**src/shared/pds_cfg.svh**
```systemverilog
// Offsets, field layout, reset values and counts of the power-down sequencer.
// Included by the package and design files; definitions only.
`ifndef PDS_CFG_SVH
`define PDS_CFG_SVH

`define PDS_NUM_OUT 7
`define PDS_SLOT_W 3
`define PDS_SLOT_LSB 0
`define PDS_ADDR_W 8
`define PDS_DATA_W 8
`define PDS_OFS_BUCK1 8'h5F
`define PDS_OFS_BUCK2 8'h60
`define PDS_OFS_BUCK3 8'h61
`define PDS_OFS_LINREG1 8'h62
`define PDS_OFS_LINREG2 8'h63
`define PDS_OFS_LINREG3 8'h64
`define PDS_OFS_MEMREF 8'h65
`define PDS_SLOT_RST 3'h0
`define PDS_SLOT_TOP 3'h7
`define PDS_FUSE_SETTLE 2'h2
`define PDS_UNMAPPED_RD 8'h00

`endif

```
**src/shared/pds_pkg.sv**
```systemverilog
// Types of the power-down sequencer.
// Expects pds_cfg.svh on the include path.
`include "pds_cfg.svh"

package pds_pkg;

  typedef enum logic [1:0] {
    PDS_INIT = 2'b00,
    PDS_IDLE = 2'b01,
    PDS_STEP = 2'b10,
    PDS_DONE = 2'b11
  } pds_state_e;

  typedef logic [`PDS_NUM_OUT*`PDS_SLOT_W-1:0] pds_slots_t;

  typedef struct packed {
    pds_slots_t fuse_s1;
    pds_slots_t fuse_s2;
    pds_slots_t startup;
    pds_slots_t slot;
    logic [1:0] init_cnt;
    logic [`PDS_NUM_OUT-1:0] out_on;
    logic [`PDS_SLOT_W-1:0] level;
    pds_state_e st;
    logic [`PDS_DATA_W-1:0] rd_data;
    logic busy;
    logic done;
  } pds_state_s;

endpackage

```
**src/verilog/pds_top.sv**
```systemverilog
// Power-down sequencer: seven shutdown-slot registers and the descending stepper.
// Assumes sys_on, pwrdn_start, step_tick and rearm come from logic on core_clk;
// fuse_startup_slot comes from nonvolatile storage and is synchronised here.
//
// Our own choice: the strobed register port.
`timescale 1ns/1ps
`default_nettype none
`include "pds_cfg.svh"

// Function
// - Seven separate 3-bit shutdown-slot fields
// - Reset loads each slot from startup fuse
// - Disable outputs stepwise, highest slot first
// - Slot writes accepted only in system-on
// - All slots zero: disable everything at once
// - Startup order comes from fuse only
module pds_top (
  input wire logic core_clk,
  input wire logic reset_n,
  input wire logic [`PDS_ADDR_W-1:0] reg_addr,
  input wire logic [`PDS_DATA_W-1:0] reg_wdata,
  input wire logic reg_wr,
  input wire logic reg_rd,
  output logic [`PDS_DATA_W-1:0] reg_rdata,
  input wire logic [`PDS_NUM_OUT*`PDS_SLOT_W-1:0] fuse_startup_slot,
  input wire logic sys_on,
  input wire logic pwrdn_start,
  input wire logic step_tick,
  input wire logic rearm,
  output logic [`PDS_NUM_OUT-1:0] out_on,
  output logic [`PDS_NUM_OUT*`PDS_SLOT_W-1:0] startup_slot,
  output logic seq_busy,
  output logic seq_done
);

  localparam int NOUT = `PDS_NUM_OUT;
  localparam int SW = `PDS_SLOT_W;
  localparam int DW = `PDS_DATA_W;

  logic rst_n;

  // Whole state in one register
  pds_pkg::pds_state_s s_q;
  pds_pkg::pds_state_s s_d;

  // Per-output decode and merge
  logic [NOUT-1:0] at_level;
  logic [NOUT-1:0] addr_hit;
  logic [NOUT-1:0] rd_hit;
  logic [NOUT-1:0] wr_hit;
  logic [`PDS_ADDR_W-1:0] ofs [NOUT];
  pds_pkg::pds_slots_t slot_wr;
  logic [SW-1:0] rd_slot;

  // Sequencer conditions
  logic in_idle;
  logic wr_open;
  logic all_zero;
  logic last_level;
  logic fuse_ready;

  // Register offsets in output order
  assign ofs[0] = `PDS_OFS_BUCK1;
  assign ofs[1] = `PDS_OFS_BUCK2;
  assign ofs[2] = `PDS_OFS_BUCK3;
  assign ofs[3] = `PDS_OFS_LINREG1;
  assign ofs[4] = `PDS_OFS_LINREG2;
  assign ofs[5] = `PDS_OFS_LINREG3;
  assign ofs[6] = `PDS_OFS_MEMREF;

  pds_rst_sync u_rst (
    .core_clk(core_clk),
    .reset_n(reset_n),
    .rst_sync_n(rst_n)
  );

  // Writes land only in idle while the system is on;
  // a start in the same cycle wins so the order is frozen
  assign in_idle = (s_q.st == pds_pkg::PDS_IDLE);
  assign wr_open = reg_wr && sys_on && in_idle && !pwrdn_start;

  // Per-output level match, decode and write merge
  genvar gi;
  generate
    for (gi = 0; gi < NOUT; gi++) begin : g_out
      logic [SW-1:0] cur_slot;
      assign cur_slot = s_q.slot[gi*SW +: SW];
      assign at_level[gi] = (cur_slot == s_q.level);
      assign addr_hit[gi] = (reg_addr == ofs[gi]);
      assign rd_hit[gi] = reg_rd && addr_hit[gi];
      assign wr_hit[gi] = wr_open && addr_hit[gi];
      // Unaddressed slots keep their value
      assign slot_wr[gi*SW +: SW] = wr_hit[gi] ? reg_wdata[`PDS_SLOT_LSB +: SW] : cur_slot;
    end
  endgenerate

  // Readback mux; an unmapped address or no strobe
  // reads as zero
  always_comb begin
    rd_slot = '0;
    for (int i = 0; i < NOUT; i++) begin
      if (rd_hit[i]) begin
        rd_slot = s_q.slot[i*SW +: SW];
      end
    end
  end

  assign all_zero = (s_q.slot == '0);
  assign last_level = (s_q.level == `PDS_SLOT_RST);
  assign fuse_ready = (s_q.init_cnt == `PDS_FUSE_SETTLE);

  // Next-state logic
  always_comb begin
    s_d = s_q;
    // Two-flop capture of the fuse value
    s_d.fuse_s1 = fuse_startup_slot;
    s_d.fuse_s2 = s_q.fuse_s1;
    s_d.done = 1'b0;
    // Read data stand for the cycle after the strobe only
    s_d.rd_data = {{(DW-SW){1'b0}}, rd_slot};

    // Control: state, level, busy and done
    case (s_q.st)
      pds_pkg::PDS_INIT: begin
        if (fuse_ready) begin
          s_d.st = pds_pkg::PDS_IDLE;
        end else begin
          s_d.init_cnt = s_q.init_cnt + 2'h1;
        end
      end

      pds_pkg::PDS_IDLE: begin
        // Start taken only here; later starts are ignored
        if (pwrdn_start && all_zero) begin
          s_d.done = 1'b1;
          s_d.st = pds_pkg::PDS_DONE;
        end else if (pwrdn_start) begin
          // Level counts down from the top slot
          s_d.level = `PDS_SLOT_TOP;
          s_d.busy = 1'b1;
          s_d.st = pds_pkg::PDS_STEP;
        end
      end

      pds_pkg::PDS_STEP: begin
        // Empty levels still use a tick, so timing is fixed
        if (step_tick && last_level) begin
          s_d.busy = 1'b0;
          s_d.done = 1'b1;
          s_d.st = pds_pkg::PDS_DONE;
        end else if (step_tick) begin
          s_d.level = s_q.level - 3'h1;
        end
      end

      pds_pkg::PDS_DONE: begin
        // Back to idle, slots unchanged
        if (rearm) begin
          s_d.st = pds_pkg::PDS_IDLE;
        end
      end

      default: begin
        s_d.st = pds_pkg::PDS_IDLE;
      end
    endcase

    // Data: slot registers and output enables
    case (s_q.st)
      pds_pkg::PDS_INIT: begin
        // Outputs stay off until the fuse copy has settled
        if (fuse_ready) begin
          s_d.startup = s_q.fuse_s2;
          s_d.slot = s_q.fuse_s2;
          s_d.out_on = '1;
        end
      end

      pds_pkg::PDS_IDLE: begin
        if (pwrdn_start && all_zero) begin
          // Bypass: every output off in one edge
          s_d.out_on = '0;
        end else if (!pwrdn_start) begin
          s_d.slot = slot_wr;
        end
      end

      pds_pkg::PDS_STEP: begin
        // Outputs at the current level go off together
        if (step_tick) begin
          s_d.out_on = s_q.out_on & ~at_level;
        end
      end

      pds_pkg::PDS_DONE: begin
        // Slots keep the order software left in them
        if (rearm) begin
          s_d.out_on = '1;
        end
      end

      default: begin
        s_d.out_on = '0;
      end
    endcase
  end

  // Reset clears everything; the fuse loads afterwards
  always_ff @(posedge core_clk or negedge rst_n) begin
    if (!rst_n) begin
      s_q <= '0;
    end else begin
      s_q <= s_d;
    end
  end

  // Outputs come straight from the state register
  assign reg_rdata = s_q.rd_data;
  assign out_on = s_q.out_on;
  assign startup_slot = s_q.startup;
  assign seq_busy = s_q.busy;
  assign seq_done = s_q.done;

endmodule // pds_top

`default_nettype wire

```
**src/verilog/pds_rst_sync.sv**
```systemverilog
// Reset release synchroniser: asynchronous assert, two-flop release.
// Assumes reset_n comes from a pin outside the core_clk domain.
`timescale 1ns/1ps
`default_nettype none

module pds_rst_sync (
  input wire logic core_clk,
  input wire logic reset_n,
  output logic rst_sync_n
);

  logic stage1_q;

  always_ff @(posedge core_clk or negedge reset_n) begin
    if (!reset_n) begin
      stage1_q <= 1'b0;
      rst_sync_n <= 1'b0;
    end else begin
      stage1_q <= 1'b1;
      rst_sync_n <= stage1_q;
    end
  end

endmodule // pds_rst_sync

`default_nettype wire

```
**config.mk**
```make
export PLATFORM = sky130hd
export DESIGN_NAME = pds_top
export DESIGN_NICKNAME = d
export VERILOG_FILES = /design/src/shared/pds_pkg.sv /design/src/verilog/pds_top.sv /design/src/verilog/pds_rst_sync.sv
export VERILOG_INCLUDE_DIRS = /design/src /design/src/shared
export SDC_FILE = /design/constraint.sdc
export NUM_CORES = 1
export LEC_CHECK = 0
export BUFFER_PORTS_ARGS = -buffer_cell sky130_fd_sc_hd__clkbuf_2
export CORE_AREA = 2 2 110 112
export CTS_CLUSTER_DIAMETER = 30
export CTS_CLUSTER_SIZE = 14
export DETAILED_ROUTE_END_ITERATION = 8
export DIE_AREA = 0 0 112 114
export GPL_ROUTABILITY_DRIVEN = 0
export GPL_TIMING_DRIVEN = 1
export SLEW_MARGIN = 20
export SYNTH_ARGS = -nofsm -noshare
export SYNTH_HDL_FRONTEND = slang
export SYNTH_SLANG_ARGS = --single-unit
```
**constraint.sdc**
```tcl
create_clock -name core_clk -period 4.2 [get_ports core_clk]
set_input_delay 0.63 -clock core_clk [delete_from_list [all_inputs] [get_ports core_clk]]
set_output_delay 0.63 -clock core_clk [all_outputs]
set_load 0.1 [all_outputs]
```
After elaboration in Yosys (flattened, before gate mapping)
Index checks and enable logic that the tools add are counted.

cells by class
  equal/unequal tests = 35
  add/sub/neg operators = 2
  mux-type cells = 38
  reduce and logical (&&, ||, !) cells = 38
  bitwise logic cells = 3

operator list
  cell                  count
  $mux W21              3
  $eq A8 B7 Y1 const B  7
  $mux W3               17
  $pmux W21 S2          1
  $reduce_and A5 Y1     8
  $ne A2 B2 Y1 const B  15
  $mux W7               4
  $pmux W7 S4           1
  $eq A3 B3 Y1          7
  $logic_not A21 Y1     1
  $logic_and A1 B1 Y1   19
  $reduce_and A4 Y1     3
  $mux W2               5
  $pmux W2 S4           1
  $and A7 B7 Y7         1
  $not A7 Y7            1
  $eq A2 B2 Y1 const B  3
  $pmux W3 S2           1
  $mux W5               1
  $pmux W2 S2           1
  $reduce_and A2 Y1     2
  $reduce_bool A2 Y1    2
  $logic_not A3 Y1      1
  $mux W1               3
  8 further kinds       8

word-level totals
  word-level logic and storage cells = 135
  bits in registers = 105
  output and inout port bits = 38

Logic depth before layout (Yosys ltp)
Gate-level depths: netlist (run 1).

  depth in word-level cells = 9
  gate-level depth with buffers = 8
  depth with buffers taken out = 6

Cells and area by module
From an unflattened synthesis (run 1), not the netlist that was laid out.

unflattened totals
  cells, all modules = 414
  area total of the unflattened synthesis = 4868.4 um^2

modules (own cells, without submodules)
  module        times used  seq. area each (um^2)  cells an instance  area an instance (um^2)
  pds_top       1           2577.5                 411                4814.6
  pds_rst_sync  1           50.0                   3                  53.8

Worst setup path before layout (run 1)
No wires, ideal clock.

  path kind = input-to-reg
  start point = input port reg_addr[2]
  end point = register s_q, in the netlist g_out[3].cur_slot[2]
  arrival = 2070 ps
  library setup time = 124 ps
  data required time = 4076 ps
  setup slack = 2006 ps
  buffers on the path = 0
  cell stages on the path = 4
  cell sequence = or4b_4 -> or4_4 -> mux2i_1 -> a211o_1

between the ends
  word-level cells in the longest chain between the ends = 4

ends and longest elaborated chain
  element                             line            source
  from (decl)                         pds_top.sv:20   input wire logic [`PDS_ADDR_W-1:0] reg_addr,
  $eq A8 B7 Y1                        pds_top.sv:89   assign addr_hit[gi] = (reg_addr == ofs[gi]);
  $logic_and A1 B1 Y1                 pds_top.sv:91   assign wr_hit[gi] = wr_open && addr_hit[gi];
  $ne A2 B2 Y1 (no source line)       -
  $reduce_and A5 Y1 (no source line)  -
  to (signal assigned)                pds_top.sv:211  s_q <= '0;
  to (signal assigned)                pds_top.sv:213  s_q <= s_d;
  to (decl)                           pds_top.sv:43   pds_pkg::pds_state_s s_q;

Every way passes these cells.
A chain may end at the register's enable or synchronous reset.

Worst setup path in the final report (run 1)
  start point = register s_q[11] (netlist name)
  end point = register s_q, in the netlist g_out[0].cur_slot[0]

between the ends
  word-level cells in the longest chain between the ends = 6
  elaborated cells between the ends (all ways) = 12
  classes of those cells = eq/ne: 5; mux: 1; reduce/logical: 6

ends and longest elaborated chain
  element                             line                           source
  $eq A2 B1 Y1                        pds_top.sv:79, pds_top.sv:169
  $logic_and A1 B1 Y1 (2 in series)   pds_top.sv:80                  assign wr_open = reg_wr && sys_on && in_idle && !pwrdn_start;
  $logic_and A1 B1 Y1                 pds_top.sv:91
  $ne A2 B2 Y1 (no source line)       -
  $reduce_and A5 Y1 (no source line)  -

Parallel ways exist; a longest one is shown, timed or not.

==> impl_metrics.csv, run 1 <==
group,metric,value,unit
status,status,"finished clean",
grt,busiest_layer,"met2",
logic_synthesis,synth_top_area_frac,0.519,
setup_path,cpMaxStageDelayCell,"ha_1",
sta,timing.fmax,375,MHz
logic_synthesis,netlist_area,5060,µm²
logic_synthesis,synth_cell_types,53,
grt,grt-ovfl-total,0,
layout,nets,551,
floorplanning,core-area,11700,µm²
logic_synthesis,syn_inst,468,
floorplanning,rows,40,
setup_path,cp_max_fo,33,
setup_path,rrSetupSlack,1530,ps
sta,fin_crit_sh,0.635,
layout,drive_above_1_share,0.243,
layout,fill_cells,1125,
floorplanning,fp.dieW,112,µm
power,power.total,4.94,mW
power,p_leak,2.48,nW
clocking,cts_hold_buf,0,
sta,worst_pin_slew,873,ps
logic_synthesis,ys_ff_latch,105,
grt,met2_usage,0.282,
grt,met1_usage,0.241,
setup_path,worstSetupEndpointType,"flip-flop",
floorplanning,ios,83,
setup_path,crit_chain,"inv_1 > ha_1 > buf_4 > o211a_1 > o21ai_0 > mux2_2",
logic_synthesis,yosys_warnings,0,
clocking,cts_setup_buffers,0,
detailed_routing,drc_errors,0,
hold_path,min_path_type,"primary input to async pin",
setup_path,worstPathArrival,2900,ps
detailed_routing,via_per_inst,5.45,
clocking,clockRootBuffer,"clkbuf_16",
layout,n_antenna_cell,0,
detailed_routing,wl_per_cell,16.8,µm
detailed_routing,wirelength,10900,µm
clocking,cts_tree,"built",
grt,grt_pass1_wl,17900,µm
setup_path,critPathMaxStageDelay,590,ps
floorplanning,die_h,114,µm
logic_synthesis,synth-edff-count,0,
setup_path,worstSetupPathType,"flip-flop to flip-flop",
flow_run,drv_cap,0,
logic_synthesis,synth-async-reset-ratio,1.00,
sta,report.final.slew_viol_count,0,
setup_path,start_kind,"flip-flop",
layout,final_util,0.477,
sta,hold_viol_final,0,
logic_synthesis,ys.flop_type,"dfrtp_1",
power,p_per_area,883,nW/µm²
grt,track_usage,0.177,
sta,rsz0062_at_grt,"no",
grt,grt_use_met3,0.0409,
grt,grt_max_degree,61,
floorplanning,initial_utilization,0.432,
detailed_routing,num_vias,3545,
sta,fin_crit,2670,ps
clocking,cts_buffers,9,
logic_synthesis,synth_top_area_cell,"dfrtp_1",
grt,antenna_found_initial,0,
clocking,path_clk_slew,70,ps
detailed_routing,first_pass_iters,5,
logic_synthesis,synth_area_leaders,"dfrtp_1, buf_4, mux2_2, xnor2_1, nand2_1",
sta,setup_viol,0,
layout,syn2layout_area_growth,10.4,%
placed_design,port_buffers,72,
detailed_routing,drtIter0Drc,165,
clocking,cts_buffer_depth,2,
sta,max_slew_margin,0.403,
placed_design,dp_hpwl,7960,µm
setup_path,required,4430,ps
sta,fin_tns_setup,0,ps
clocking,cts.sinks,105,
clocking,clk_latency,350,ps
detailed_routing,ant_nets,0,
sta,finClkSkew,10.9,ps
grt,grt_pass1_vias,3490,
clocking,htree_levels,3,
power,ir_drop,0.000523,V
clocking,ctsResizeCount,0,
floorplanning,dieArea,12800,µm²
logic_synthesis,synth_area_per_cell,10.8,µm²
logic_synthesis,synth.yosys.seq_area_share,0.519,
## critical path, delay by kind of cell (launching register included)
kind	cells	cell delay, ps
AO/OA/AOI/OAI	2	640
adder cells (fa/ha/maj)	1	590
flip-flops	1	410
multiplexers	1	330
buffers and inverters	2	570
## layout make-up
cell class	instances	area, µm²	share of cell area
Tap cell	147	184	0.0329
Clock buffer	13	260	0.0465
Inverter	21	78.8	0.0141
Multi-Input combinational cell	286	2030	0.363
Clock inverter	3	25.0	0.00448
Timing Repair Buffer	75	383	0.0685
Sequential cell	105	2630	0.471
## report_power, final
group          internal, mW  leakage, nW  switching, mW  total (mW)
logic                 0.714         1.10           1.78        2.50
registers              1.31         1.24          0.331        1.64
clock network         0.437        0.136          0.361       0.798
total                  2.46         2.48           2.48        4.94
## Yosys cell counts (4+ instances only)
master     count
dfrtp_1      105
buf_4         36
nand2_1       31
mux2_2        24
clkbuf_1      22
xnor2_1       22
a21oi_1       21
inv_1         21
o21ai_0       18
nand4_1       17
nor2_1        15
o311ai_0      10
mux2i_1        9
a2bb2oi_1      8
ha_1           8
nor4_1         8
o22ai_1        8
nor2b_1        7
nand2b_1       6
nand3_1        6
a211oi_1       5
and4_1         5
o211ai_1       5
a31oi_1        4
or3_1          4
## placed cells by master, fill, tap and decap left out, types with 3 or more instances in the layout
| cell type | n |
|---|---|
| a31oi_1 | 4 |
| o21ai_0 | 18 |
| ha_1 | 8 |
| nor2_1 | 15 |
| a21oi_1 | 21 |
| clkbuf_16 | 9 |
| nand2b_1 | 6 |
| o211ai_1 | 5 |
| dfrtp_1 | 104 |
| nor3_1 | 3 |
| and4_1 | 5 |
| nor4_1 | 7 |
| nand3_1 | 6 |
| buf_4 | 3 |
| o311ai_0 | 10 |
| and2_1 | 3 |
| a211oi_1 | 5 |
| nand2_1 | 30 |
| nand4_1 | 17 |
| clkbuf_2 | 72 |
| mux2i_1 | 9 |
| nor3b_1 | 3 |
| a2bb2oi_1 | 8 |
| o22ai_1 | 8 |
| inv_1 | 21 |
| mux2_2 | 24 |
| or3_1 | 4 |
| conb_1 | 6 |
| nor2b_1 | 7 |
| xnor2_1 | 22 |
## per-layer routing
metal,wire (µm),vias to the layer above
li1,-,1698
met1,4930,1745
met2,5230,88
met3,561,14
met4,173,0
met5,0,-
## cells by family (layout without fill, tap and decap cells)
kind of cell,Yosys count,after routing,share of synthesized area
simple gates,124,124,0.140
flops,105,105,0.519
compound gates,93,93,0.124
buf+inv,81,112,0.0867
mux,33,33,0.0712
xor+xnor,22,22,0.0381
fa+ha+maj,8,8,0.0198
other cells,2,6,0.00148
## state kept, by name (all words and copies together), names as in the netlist
| register | count |
|---|---|
| g_out.cur_slot | 21 |
| out_on | 7 |
| reg_rdata | 3 |
| s_d | 21 |
| s_q | 28 |
| seq_busy | 1 |
| seq_done | 1 |
| startup_slot | 21 |
| u_rst.rst_sync_n | 1 |
| u_rst.stage1_q | 1 |
## stage by stage
stage               std cells  hold WS, ps  worst slack, ps  cell area, µm²
detailed placement        634          335             1630            5300
CTS                       650         56.4             1610            5580
global route              650         49.9             1370            5590
finish                    650         65.2             1530            5590
floorplan                 472          331             1060            5080
global placement          634          332             1690            5300
## worst paths after layout
| check | cells after the start | to | start |
|---|---|---|---|
| max in group asynchronous | 1 | startup_slot[5] | u_rst.rst_sync_n |
| worst min register to register | 0 | s_q[80] | s_d[80] |
| worst min-delay path | 1 | u_rst.rst_sync_n | reset_n |
| min in group core_clk | 0 | s_q[80] | s_d[80] |
| worst max register to register | 6 | g_out[0].cur_slot[0] | s_q[11] |
| worst max-delay path | 6 | g_out[0].cur_slot[0] | s_q[11] |
No activity file was read; power rests on OpenSTA's default activity.
==> run 2, diff against run 1 <==
==> constraint.sdc (replaced) <==
create_clock -name core_clk -period 2.78 [get_ports core_clk]
set_input_delay 0.417 -clock core_clk [delete_from_list [all_inputs] [get_ports core_clk]]
set_output_delay 0.417 -clock core_clk [all_outputs]
set_load 0.1 [all_outputs]
==> impl_metrics.csv, run 2 (synthesis gave the netlist of run 1 again) <==
group,metric,value,unit
grt,antenna_found_initial,0,
sta,fin_tns_setup,0,ps
layout,nets,557,
placed_design,dp_hpwl,8000,µm
detailed_routing,num_vias,3569,
sta,fin_crit_sh,0.809,
grt,track_usage,0.180,
setup_path,required,3000,ps
setup_path,r2r-start,"s_q[11]",
hold_path,holdPathStages,1,
layout,final_cell_mix,"dfrtp_1, clkbuf_2, nand2_1",
clocking,htree_levels,3,
hold_path,min_path_type,"primary input to flip-flop",
clocking,cts.sinks,105,
clocking,cts_buffer_depth,2,
grt,grt-ovfl-total,0,
detailed_routing,drtIter0Drc,236,
sta,setup_slack,532,ps
power,p_per_area,1330,nW/µm²
layout,largest_register_ffs,28,
detailed_routing,first_pass_iters,4,
setup_path,worstSetupEndpointType,"flip-flop",
status,status,"finished clean",
setup_path,worstPathArrival,2470,ps
sta,timing.fmax,445,MHz
placed_design,port_buffers,72,
detailed_routing,ant_nets,0,
layout,syn2layout_area_growth,10.9,%
floorplanning,initial_utilization,0.432,
floorplanning,core-area,11700,µm²
grt,grt_max_degree,57,
setup_path,reg2reg_to,"g_out[0].cur_slot[0]",
detailed_routing,drc_errors,0,
layout,fill_cells,1090,
sta,fin_crit,2250,ps
detailed_routing,wl_per_cell,16.4,µm
setup_path,worstSetupPathType,"flip-flop to flip-flop",
power,p_leak,2.50,nW
sta,rsz0062_at_grt,"no",
sta,finClkSkew,9.95,ps
setup_path,start_kind,"flip-flop",
hold_path,hp-start,"fuse_startup_slot[7]",
floorplanning,rows,40,
clocking,path_clk_slew,70,ps
layout,n_antenna_cell,0,
floorplanning,fp.dieW,112,µm
clocking,clk_latency,340,ps
floorplanning,ios,83,
setup_path,cp_max_fo,36,
layout,final_util,0.479,
layout,drive_above_1_share,0.246,
sta,report.final.slew_viol_count,0,
sta,worst_pin_slew,692,ps
grt,grt_pass1_vias,3482,
setup_path,worstRegToRegCells,6,
clocking,cts_tree,"built",
setup_path,rrSetupSlack,530,ps
clocking,ctsResizeCount,0,
floorplanning,die_h,114,µm
layout,top_register,"s_q",
clocking,clockRootBuffer,"clkbuf_16",
clocking,cts_buffers,9,
floorplanning,dieArea,12800,µm²
layout,layout_commonest_cell,"dfrtp_1",
detailed_routing,via_per_inst,5.45,
detailed_routing,wirelength,10700,µm
sta,max_slew_margin,0.537,
sta,setup_viol,0,
flow_run,drv_cap,0,
power,ir_drop,0.000859,V
hold_path,min_to,"s_d[73]",
placed_design,dpl_worst_slack,522,ps
sta,hold_viol_final,0,
grt,grt_pass1_wl,18300,µm
[run 2: repair_timing]
item	CTS	global route
hold buffers	1	0
endpoints found under the hold margin	2	0
setup buffers	0	0
[run 2: stage by stage]
step,hold slack [ps],cell area [µm²],power (mW),std cells
after floorplan,121,5080,5.83,472
after global placement,203,5330,6.22,639
after detailed placement,205,5330,6.30,639
after CTS,175,5620,7.50,655
after global routing,174,5620,7.92,655
final,180,5620,7.45,655
[run 2: power by group]
group	total, mW	switching, mW	internal, mW
combinational	3.79	2.68	1.11
sequential	2.48	0.499	1.98
clock	1.18	0.545	0.635
[run 2: metal layers]
layer / track usage / routed length [µm] / vias up
li1: - / - / 1715
met3: 0.0282 / 526 / 15
met1: 0.253 / 4860 / 1731
met5: 0 / 0 / -
met4: 0.0642 / 185 / 0
met2: 0.287 / 5160 / 108
[run 2: worst max-delay path: stages, from the launching register on]
cell     delay [ps]
dfrtp_1         400
inv_1           120
ha_1            270
buf_4           370
o211a_1         370
o21ai_0         260
mux2_2          330
[run 2: layout make-up]
type	instances	area, µm²	area share
inverter	21	78.8	0.0140
tap	147	184	0.0328
sequential	105	2630	0.469
timing repair buffer	81	430	0.0766
clock buffer	12	246	0.0439
clock inverter	3	26.3	0.00468
multi-input combinational	286	2020	0.359
[run 2: worst max-delay path by stage]
| stage | cells after the start | startpoint | endpoint | slack (ps) |
|---|---|---|---|---|
| floorplan | 8 | s_q[10] | out_on[4] | 740 |
| global route | 6 | s_q[11] | g_out[0].cur_slot[0] | 330 |
| global placement | 5 | reg_addr[2] | g_out[3].cur_slot[2] | 540 |
| CTS | 6 | s_q[11] | g_out[0].cur_slot[0] | 510 |
| detailed placement | 5 | reg_addr[2] | g_out[3].cur_slot[2] | 520 |
| finish | 6 | s_q[11] | g_out[0].cur_slot[0] | 530 |
==> run 3, diff against run 2 <==
==> constraint.sdc (replaced) <==
create_clock -name core_clk -period 2.1 [get_ports core_clk]
set_input_delay 0.315 -clock core_clk [delete_from_list [all_inputs] [get_ports core_clk]]
set_output_delay 0.315 -clock core_clk [all_outputs]
set_load 0.1 [all_outputs]
==> impl_metrics.csv, run 3 (synthesis gave the netlist of run 1 again) <==
group,metric,value,unit
detailed_routing,first_pass_iters,5,
detailed_routing,drtIter0Drc,214,
power,p_per_area,1790,nW/µm²
setup_path,critPathBufInv,0,
clocking,cts_buffers,9,
grt,grt_max_degree,46,
clocking,clockRootBuffer,"clkbuf_16",
sta,fin_crit,1970,ps
power,p_leak,2.68,nW
layout,fill_cells,1104,
sta,setup_viol,0,
sta,max_slew_margin,0.636,
detailed_routing,via_per_inst,5.38,
setup_path,crit_chain,"nor4_2 > nand2_1 > o41ai_1 > mux2_2",
floorplanning,die_h,114,µm
detailed_routing,drc_errors,0,
detailed_routing,wl_per_cell,16.6,µm
detailed_routing,num_vias,3690,
setup_path,critPathMaxStageDelay,470,ps
layout,syn2layout_area_growth,17.5,%
floorplanning,initial_utilization,0.432,
sta,fin_tns_setup,0,ps
setup_path,worstPathArrival,2210,ps
setup_path,crit_family,"simple AND/OR/NAND/NOR gates",
placed_design,dp_hpwl,8600,µm
flow_run,drv_cap,0,
setup_path,worstSetupEndpointType,"flip-flop",
floorplanning,dieArea,12800,µm²
layout,layout_commonest_cell,"dfrtp_1",
clocking,clk_latency,340,ps
sta,rsz0062_at_grt,"no",
sta,hold_viol_final,0,
detailed_routing,ant_nets,0,
sta,fin_crit_sh,0.939,
detailed_routing,wirelength,11400,µm
clocking,path_clk_slew,70,ps
setup_path,start_kind,"flip-flop",
setup_path,cpMaxStageDelayCell,"o41ai_1",
layout,n_antenna_cell,0,
layout,largest_register_ffs,28,
sta,report.final.slew_viol_count,0,
hold_path,min_path_type,"primary input to flip-flop",
layout,drive_above_1_share,0.302,
grt,antenna_found_initial,0,
layout,final_cell_mix,"dfrtp_1, clkbuf_2, buf_4",
sta,timing.fmax,507,MHz
placed_design,port_buffers,72,
setup_path,cp_max_fo,2,
layout,top_register,"s_q",
floorplanning,fp.dieW,112,µm
sta,worst_pin_slew,548,ps
clocking,cts_buffer_depth,2,
sta,finClkSkew,7.79,ps
floorplanning,core-area,11700,µm²
clocking,cts_tree,"built",
floorplanning,ios,83,
layout,nets,587,
setup_path,required,2330,ps
floorplanning,rows,40,
status,status,"finished clean",
power,ir_drop,0.00105,V
grt,grt_pass1_wl,18300,µm
clocking,cts.sinks,105,
grt,grt_pass1_vias,3454,
sta,hold_ws,74.0,ps
clocking,htree_levels,3,
setup_path,rrSetupSlack,130,ps
grt,track_usage,0.182,
grt,grt-ovfl-total,0,
setup_path,worstSetupPathType,"flip-flop to flip-flop",
## run 3: cell types whose count changed in the layout (fill, tap and decap cells not counted), sizes merged
cell / change
bufinv: +1
inv: +1
buf: +30
clkbuf: -1
## run 3: worst reg2reg max path: stages, from the launching register on
cell and delay [ps]:
dfrtp_1 410, nor4_2 440, nand2_1 160, o41ai_1 470, mux2_2 380
## run 3: final cells by class
class	instances	area, µm²	area share
sequential	105	2630	0.442
timing repair buffer	111	697	0.117
clock inverter	5	61.3	0.0103
clock buffer	11	243	0.0408
inverter	21	78.8	0.0132
multi-input combinational	286	2050	0.345
tap	147	184	0.0309
## run 3: worst paths after layout
path | start | end | depth (start not counted)
worst max-delay path | g_out[1].cur_slot[2] | seq_busy | 4
worst min-delay path | fuse_startup_slot[5] | s_d[71] | 1
worst max register to register | g_out[1].cur_slot[2] | seq_busy | 4
worst min register to register | u_rst.rst_sync_n | s_q[23] | 0
max in group asynchronous | u_rst.rst_sync_n | s_q[10] | 1
min in group asynchronous | reset_n | u_rst.stage1_q | 2
## run 3: through the flow
stage	setup slack [ps]	std cells	instance area [µm²]	utilization	total power, mW
floorplan	60.9	472	5080	-	7.72
global placement	-44.6	665	5550	0.474	8.64
detailed placement	-108	665	5550	0.474	8.75
CTS	18.0	683	5890	0.503	10.5
global route	38.6	686	5950	0.508	11.3
finish	128	686	5950	0.508	10.7
## run 3: metal layers
metal / share of wire / global-route usage / routed length, µm / vias up
met5: 0 / 0 / 0 / -
met4: 0.031 / 0.0878 / 349 / 0
met3: 0.046 / 0.0276 / 519 / 21
met2: 0.46 / 0.278 / 5280 / 110
met1: 0.46 / 0.257 / 5220 / 1793
li1: - / - / - / 1766
## run 3: repair_timing
action,4_1_cts,5_1_grt
hold buffers,1,0
pin swaps,1,2
resized for setup,4,6
endpoints found under the setup margin,20,21
buffers inserted,1,3
hold endpoints to repair,2,0
## run 3: where the power goes
part	internal [mW]	leakage (nW)	switching, mW
Combinational	1.92	1.29	3.96
Clock	0.967	0.151	0.748
Sequential	2.63	1.24	0.426
Total	5.52	2.68	5.13
